===== src/rtl/dac_input_latch_consts.svh =====
// Purpose: Constants for the converter input latch front end
// Assumes: Included by bare name from design files
// Notes: Definitions only
`ifndef DAC_INPUT_LATCH_CONSTS_SVH
`define DAC_INPUT_LATCH_CONSTS_SVH

// Sample word width and bit positions
`define SAMPLE_WIDTH 10
`define SAMPLE_LSB_POS 0
`define SAMPLE_MSB_POS 9

// Reset values of the pipeline stages
`define SAMPLE_RESET_VALUE 10'h000

// Reset values of the status outputs: core running on the bandgap
`define CORE_ENABLE_RESET_VALUE 1'h1
`define STANDBY_ACTIVE_RESET_VALUE 1'h0
`define INTERNAL_REF_RESET_VALUE 1'h1
`define REF_PIN_INPUT_RESET_VALUE 1'h0

// Bandgap reference figure in millivolts, for information
`define BANDGAP_MILLIVOLTS 1240

// Clock period in ns
`define CLK_PERIOD_NS 8

`endif


===== src/rtl/dac_input_latch_pkg.sv =====
// Purpose: Types for the converter input latch front end
// Assumes: Constants come from the header
// Notes: No import; refer as package::name
`include "dac_input_latch_consts.svh"

package dac_input_latch_pkg;

    // Straight binary sample word
    typedef logic [`SAMPLE_WIDTH-1:0] sample_t;

    // Operating mode of the converter
    typedef enum logic [0:0] {
        MODE_RUN,
        MODE_STANDBY
    } power_mode_t;

    // Reference source selection
    typedef enum logic [0:0] {
        REF_INTERNAL,
        REF_EXTERNAL
    } ref_source_t;

endpackage


===== src/rtl/dac_input_latch_powerdown.sv =====
// Purpose: Digital front end of a 10-bit current-output converter
// Assumes: Inputs synchronous to clk, source keeps straight binary
// Notes: Two stages give one cycle from capture to core update
`timescale 1ns/10ps
`include "dac_input_latch_consts.svh"

module dac_input_latch_powerdown
(
    input wire logic clk,
    input wire logic nrst,
    input wire dac_input_latch_pkg::sample_t sampleIn,
    input wire logic standbyRequestPin,
    input wire logic standbyRequestPinDriven,
    input wire logic refSelectPin,
    output dac_input_latch_pkg::sample_t coreWord,
    output logic coreEnable,
    output logic standbyActive,
    output logic internalRefEnable,
    output logic referenceVoltagePinIsInput
);

    ////////////////////////////////////////////////////////////////////
    // Control decode

    // Effective standby level after the internal pull-down
    logic standbyLevel;
    // Stage load enable, shared by both stages
    logic stageLoad;
    // Master stage output
    dac_input_latch_pkg::sample_t masterWord;
    // Slave stage output feeding the core
    dac_input_latch_pkg::sample_t slaveWord;

    // Floating pin resolves low through the pull-down
    always_comb
    begin
        standbyLevel = 1'b0;
        if (standbyRequestPinDriven)
        begin
            standbyLevel = standbyRequestPin;
        end
    end

    // Load every edge while running, hold while in standby
    // One shared load keeps master and slave in step, so no word
    // skips the slave or is doubled when standby ends
    always_comb
    begin
        stageLoad = !standbyLevel;
    end

    ////////////////////////////////////////////////////////////////////
    // Input word assembly

    // Word as handed to the master stage
    dac_input_latch_pkg::sample_t sampleWord;

    // Each pin bit keeps its binary weight, lowest weight at bit zero
    // and highest at the top bit: no reordering and no inversion
    generate
        for (genvar bitIdx = `SAMPLE_LSB_POS; bitIdx <= `SAMPLE_MSB_POS;
            bitIdx = bitIdx + 1)
        begin : gBitOrder
            assign sampleWord[bitIdx] = sampleIn[bitIdx];
        end
    endgenerate

    ////////////////////////////////////////////////////////////////////
    // Sample path
    // Two edge-triggered stages form the master-slave latch
    // Reset clears both stages so the core starts at zero scale

    // Master stage: captures the input word each edge while running, holds in standby
    sample_stage masterStage
    (
        .clk(clk),
        .nrst(nrst),
        .load(stageLoad),
        .dataIn(sampleWord),
        .dataOut(masterWord)
    );

    // Slave stage: hands the word to the core one edge later
    sample_stage slaveStage
    (
        .clk(clk),
        .nrst(nrst),
        .load(stageLoad),
        .dataIn(masterWord),
        .dataOut(slaveWord)
    );

    assign coreWord = slaveWord;

    ////////////////////////////////////////////////////////////////////
    // Power mode group

    // Mode chosen by the resolved standby level this cycle
    dac_input_latch_pkg::power_mode_t modeSel;
    // Core enable output flop and its next value
    logic coreEnable_reg;
    logic coreEnable_next;
    // Standby status output flop and its next value
    logic standbyActive_reg;
    logic standbyActive_next;

    // Next power outputs; they follow the standby pin one edge later
    always_comb
    begin
        // Running unless standby is asked for
        modeSel = dac_input_latch_pkg::MODE_RUN;
        if (standbyLevel)
        begin
            modeSel = dac_input_latch_pkg::MODE_STANDBY;
        end
        unique case (modeSel)
            // Normal operation: core converts
            dac_input_latch_pkg::MODE_RUN:
            begin
                coreEnable_next = 1'b1;
                standbyActive_next = 1'b0;
            end
            // Low-power standby: core stopped
            dac_input_latch_pkg::MODE_STANDBY:
            begin
                coreEnable_next = 1'b0;
                standbyActive_next = 1'b1;
            end
        endcase
    end

    // Register the power outputs; reset leaves the core running
    // Enable and status flip together, so they never agree
    always_ff @(posedge clk)
    begin
        if (!nrst)
        begin
            coreEnable_reg <= `CORE_ENABLE_RESET_VALUE;
            standbyActive_reg <= `STANDBY_ACTIVE_RESET_VALUE;
        end
        else
        begin
            coreEnable_reg <= coreEnable_next;
            standbyActive_reg <= standbyActive_next;
        end
    end

    ////////////////////////////////////////////////////////////////////
    // Reference group

    // Reference source chosen by the select pin this cycle
    dac_input_latch_pkg::ref_source_t refSel;
    // Internal reference enable output flop and its next value
    logic internalRef_reg;
    logic internalRef_next;
    // Reference pin direction output flop and its next value
    logic refPinInput_reg;
    logic refPinInput_next;

    // Next reference outputs; the select is a static strap, so it
    // needs no filtering, and a change simply shows one edge later
    always_comb
    begin
        // Grounded select keeps the on-chip bandgap in use
        refSel = dac_input_latch_pkg::REF_INTERNAL;
        if (refSelectPin)
        begin
            refSel = dac_input_latch_pkg::REF_EXTERNAL;
        end
        unique case (refSel)
            // Bandgap on, reference pin not taken as an input
            dac_input_latch_pkg::REF_INTERNAL:
            begin
                internalRef_next = 1'b1;
                refPinInput_next = 1'b0;
            end
            // Bandgap off, reference pin takes an outside voltage
            dac_input_latch_pkg::REF_EXTERNAL:
            begin
                internalRef_next = 1'b0;
                refPinInput_next = 1'b1;
            end
        endcase
    end

    // Register the reference outputs; reset selects the bandgap
    always_ff @(posedge clk)
    begin
        if (!nrst)
        begin
            internalRef_reg <= `INTERNAL_REF_RESET_VALUE;
            refPinInput_reg <= `REF_PIN_INPUT_RESET_VALUE;
        end
        else
        begin
            internalRef_reg <= internalRef_next;
            refPinInput_reg <= refPinInput_next;
        end
    end

    ////////////////////////////////////////////////////////////////////
    // Outputs

    // Every status output comes straight from its flop
    // No decode sits between the flops and the pins
    assign coreEnable = coreEnable_reg;
    assign standbyActive = standbyActive_reg;
    assign internalRefEnable = internalRef_reg;
    assign referenceVoltagePinIsInput = refPinInput_reg;

endmodule


===== src/rtl/sample_stage.sv =====
// Purpose: One clocked stage of the master-slave sample path
// Assumes: Synchronous active-low reset, one clock
// Notes: Holds its word while load is low
`timescale 1ns/10ps
`include "dac_input_latch_consts.svh"

module sample_stage
(
    input wire logic clk,
    input wire logic nrst,
    input wire logic load,
    input wire dac_input_latch_pkg::sample_t dataIn,
    output dac_input_latch_pkg::sample_t dataOut
);

    // Stored word and its next value
    dac_input_latch_pkg::sample_t word_reg;
    dac_input_latch_pkg::sample_t word_next;

    // Next value: load new word or hold
    always_comb
    begin
        word_next = word_reg;
        if (load)
        begin
            word_next = dataIn;
        end
    end

    // Register the word
    always_ff @(posedge clk)
    begin
        if (!nrst)
        begin
            word_reg <= `SAMPLE_RESET_VALUE;
        end
        else
        begin
            word_reg <= word_next;
        end
    end

    assign dataOut = word_reg;

endmodule


===== config.mk =====
export PLATFORM = sky130hd
export DESIGN_NAME = dac_input_latch_powerdown
export DESIGN_NICKNAME = d
export VERILOG_FILES = /design/src/rtl/dac_input_latch_pkg.sv /design/src/rtl/dac_input_latch_powerdown.sv /design/src/rtl/sample_stage.sv
export VERILOG_INCLUDE_DIRS = /design/src /design/src/rtl
export SDC_FILE = /design/constraint.sdc
export NUM_CORES = 1
export LEC_CHECK = 0
export CORE_MARGIN = 5
export CORE_UTILIZATION = 55
export CTS_CLUSTER_SIZE = 30
export DETAILED_ROUTE_END_ITERATION = 6
export DONT_BUFFER_PORTS = 1
export PLACE_DENSITY = 0.71
export SLEW_MARGIN = 10
export SYNTH_ARGS = -nofsm -noshare
export SYNTH_HDL_FRONTEND = slang
export SYNTH_SLANG_ARGS = --single-unit
export TNS_END_PERCENT = 100

===== constraint.sdc =====
create_clock -name clk -period 1 [get_ports clk]
set_clock_uncertainty 0.2 [all_clocks]
set_input_delay 0.2 -clock clk [delete_from_list [all_inputs] [get_ports clk]]
set_output_delay 0.2 -clock clk [all_outputs]
set_load 0.05 [all_outputs]

After elaboration in Yosys (flattened, before gate mapping)
Cells that the tools add are included.
{"block": "totals", "elab_cells": 15, "in_bits": 15, "regBits": 24}
{"block": "classes", "mux": 7, "n_bitwise": 2}
{"cell": "1-bit case mux with 2 select lines", "n": 4}
{"cell": "1-bit 2-to-1 mux", "n": 3}
{"cell": "1-bit NOT", "n": 2}

Logic depth before layout (Yosys ltp)
{"block": "logic_depth", "ltp_word": 4, "depth_mapped": 3}

Cells and area by module
A second synthesis with hierarchy kept.
{"block": "hier_totals", "cells_unflattened": 71, "hier_area_um2": 854.6}
{"module": "sample_stage", "seq_area_each_um2": 200.2, "area_per_inst_um2": 374.1, "n_inst": 2, "cells_each": 31}
{"module": "dac_input_latch_powerdown", "seq_area_each_um2": 80.1, "area_per_inst_um2": 106.4, "n_inst": 1, "cells_each": 9}

Worst setup path after synthesis
Ideal clock, no wire load.
{"block": "synth_timing", "path_type": "flip-flop to flip-flop", "from": "register, netlist name slaveStage.dataOut[0]", "to": "register slaveStage.word_reg[0] (netlist: slaveStage.dataOut[0])", "stages_incl_launch_ff": 3, "required_ns": 0.731, "slack_ns": -0.087, "setup_time_ns": 0.069, "arrival_time_ns": 0.818, "path_cell_list": "dfxtp_1 -> nand4_1 -> o21ai_1"}
{"item": "end signal: assignment", "line_no": "sample_stage.sv:35", "source": "word_reg <= `SAMPLE_RESET_VALUE;"}
{"item": "end signal: assignment", "line_no": "sample_stage.sv:39", "source": "word_reg <= word_next;"}
{"item": "end: declaration", "line_no": "sample_stage.sv:17", "source": "dac_input_latch_pkg::sample_t word_reg;"}

Worst setup path after layout
{"block": "layout_timing", "from": "register slaveStage.word_reg[6] (netlist: slaveStage.dataOut[6])", "to": "output coreWord[6]"}
{"item": "end: declaration", "line_no": "dac_input_latch_powerdown.sv:15", "source": "output dac_input_latch_pkg::sample_t coreWord,"}
No word-level cell between the ends.

==> flow_metrics.tcl <==
set metrics [dict create \
    worst-endpoint-arrival_ps 840 \
    placed_cells 109 \
    p_leak_nw 0.533 \
    ys_types 11 \
    yosys.area.top_type "dfxtp_1" \
    cts_buffer_depth 2 \
    drt-wirelength-per-cell_um 14.3 \
    post_synth_xor_area_fraction_pct 0 \
    finalHoldViolations 20 \
    grt_pass1_wl_um 2870 \
    grt.total_usage_pct 14.9 \
    syn_avg_cell_area_um2 9.72 \
    finalCriticalPeriod_ps 1240 \
    yosys.cell_count.top_type "dfxtp_1" \
    firstDrtPassIters 4 \
    antenna_found_initial 0 \
    setup_viol_count_final 24 \
    synth_top_family_by_area "simple AND/OR/NAND/NOR gates" \
    coreArea_um2 1470 \
    cp-startpoint "slaveStage.dataOut[6]$_SDFFE_PN0N_" \
    drtIter0Drc 20 \
    regArea_um2 500 \
    synthFlopType "dfxtp_1" \
    wl_um 1850 \
    drive_above_1_share_pct 32.7 \
    synth.top_cells.by_count "dfxtp_1 (24), nand2_1 (21), mux2i_1 (10), nand4_1 (10), o21ai_1 (10)" \
    clock.fmax_mhz 810 \
    cellPowerDensity_nw_per_um2 1450 \
    cpMaxStageDelayCell "dfxtp_2" \
    r2r-start "slaveStage.dataOut[9]$_SDFFE_PN0N_" \
    ant_nets 0 \
    synth_top_area_share_pct 57.5 \
    slowest_delay_ps 380 \
    cts_sinks 24 \
    ctsRootBufferMaster "clkbuf_4" \
    synth_compound_area_share_pct 5.99 \
    synthArstFlopShare_pct 0 \
    syn_area_um2 836 \
    violations "negative hold slack, negative setup slack" \
    synth-simple-area-share_pct 18.7 \
    hp-class "primary input to flop" \
    max_slew_margin_pct 75.7 \
    numCtsBuffers 3 \
    synth_edf_count 0 \
    grt-ovfl-total 0 \
    holdWs_ps -183 \
    crit_path_end_kind "output pin" \
    cp_max_fo 2 \
    yosysSeqAreaShare_pct 57.5 \
    status "finished with violations" \
    path_buf_inv 1 \
    ys.warnings.count 0 \
    die_area_um2 2400 \
    io_buffers 0 \
    vdd_drop_max_mv 1.32 \
    drc_errors 0 \
    clk_pin_slew_worst_paths_ps 130 \
    die_w_um 49.0 \
    max-cap-violations 0 \
    setup_tns_ps -4480 \
    grt_start_max_net_pins 33 \
    start_util_pct 56.8 \
    clock_latency_ps 310 \
    cp_top_family "flip-flops" \
    final_cells 129 \
    grt_setup_unrepaired "true" \
    synth_fa_ha_area_share_pct 0 \
    htreeDepth 1 \
    synth_mux_area_share_pct 12.0 \
    fillers 73 \
    diodes 0 \
    period_share_pct 124 \
    synth_fp_nets 101 \
    placementRows 14 \
    fin_ws_ps -235 \
    tritoncts "yes" \
    synth_area_leaders "dfxtp_1 (57%), mux2i_1 (12%), nand2_1 (9.4%), nand4_1 (7.5%), o21ai_1 (6.0%)" \
    drt-vias-per-instance 5.37 \
    finalNetCount 129 \
    gp_congestion 0.734 \
    crit_type "flop to output pin" \
    io_pins 29 \
    syn-instance-count 86 \
    min_from "nrst" \
    die_y_um 49.0 \
    maxSlewViolCount 0 \
    startpoint_type "flop" \
    post-route-util_pct 88.6 \
    required_ps 600 \
    vias 693 \
    synth-seq-cells 24 \
    multi_input_area_um2 307 \
    worstPathCellList "buf_12" \
    grt_pass1_vias 625 \
    worst_pin_slew_ps 364 \
    area_delta_synth_final_pct 56.0 \
]
## kinds of logic (layout without fill, tap and decap cells)
kind of cell | count (synthesis) | in the layout
AO/OA/AOI/OAI | 10 | 10
buffers and inverters | 9 | 36
multiplexers | 10 | 10
AND/OR/NAND/NOR | 33 | 33
flip-flops | 24 | 24
## layout make-up
cell class                      count  area share, %
Timing Repair Buffer               30           33.2
Inverter                            2          0.576
Clock buffer                        4           2.78
Sequential cell                    24           38.4
Multi-Input combinational cell     53           23.5
Tap cell                           16           1.54
## cell usage in the layout (no fill, tap or decap)
cell type / count
nand2_1: 21
buf_12: 14
dfxtp_2: 13
dlygate4sd3_1: 13
nand4_1: 10
o21ai_1: 10
mux2i_1: 10
dfxtp_1: 10
clkbuf_4: 3
buf_4: 3
and2_4: 1
and3_1: 1
inv_2: 1
inv_1: 1
clkbuf_8: 1
dfxtp_4: 1
## stage by stage
stage	cell area (um2)	setup WS (ps)	total power [mW]	hold WS, ps
after CTS	1280	-238	1.88	-188
after global placement	1110	36.1	1.34	85.3
after global routing	1300	-275	1.97	-192
final	1300	-235	1.89	-183
after detailed placement	1110	16.3	1.35	93.4
after floorplan	848	12.7	1.24	88.8
## metal layers
layer  track usage (%)  share of wire, %  vias up  wire [um]
li1                  -                 -      347          -
met1              17.6                41      314        766
met2              23.9                48       28        895
met3              5.50               8.4        4        155
met4              6.73               1.8        0         34
met5                 0                 0        -          0
## timing repair
action,in CTS,in global routing
endpoints found under the hold margin,24,20
hold buffers,12,1
setup buffers,2,1
resized for setup,4,1
setup endpoints to repair,14,14
## where the power goes
group	internal, mW	total, mW	switching, mW
Combinational	0.173	0.335	0.162
Sequential	1.01	1.05	0.0329
Clock	0.223	0.509	0.286
Total	1.41	1.89	0.481
## path summary, 6_finish.rpt
path	endpoint	slack [ps]	depth (start not counted)
setup / recovery	coreWord[6]	-240	1
hold / removal	masterStage.dataOut[3]$_SDFFE_PN0N_	-180	2
setup reg to reg	slaveStage.dataOut[9]$_SDFFE_PN0N_	20	3
hold reg to reg	slaveStage.dataOut[5]$_SDFFE_PN0N_	260	2
Power figures use the tool's default switching activity.
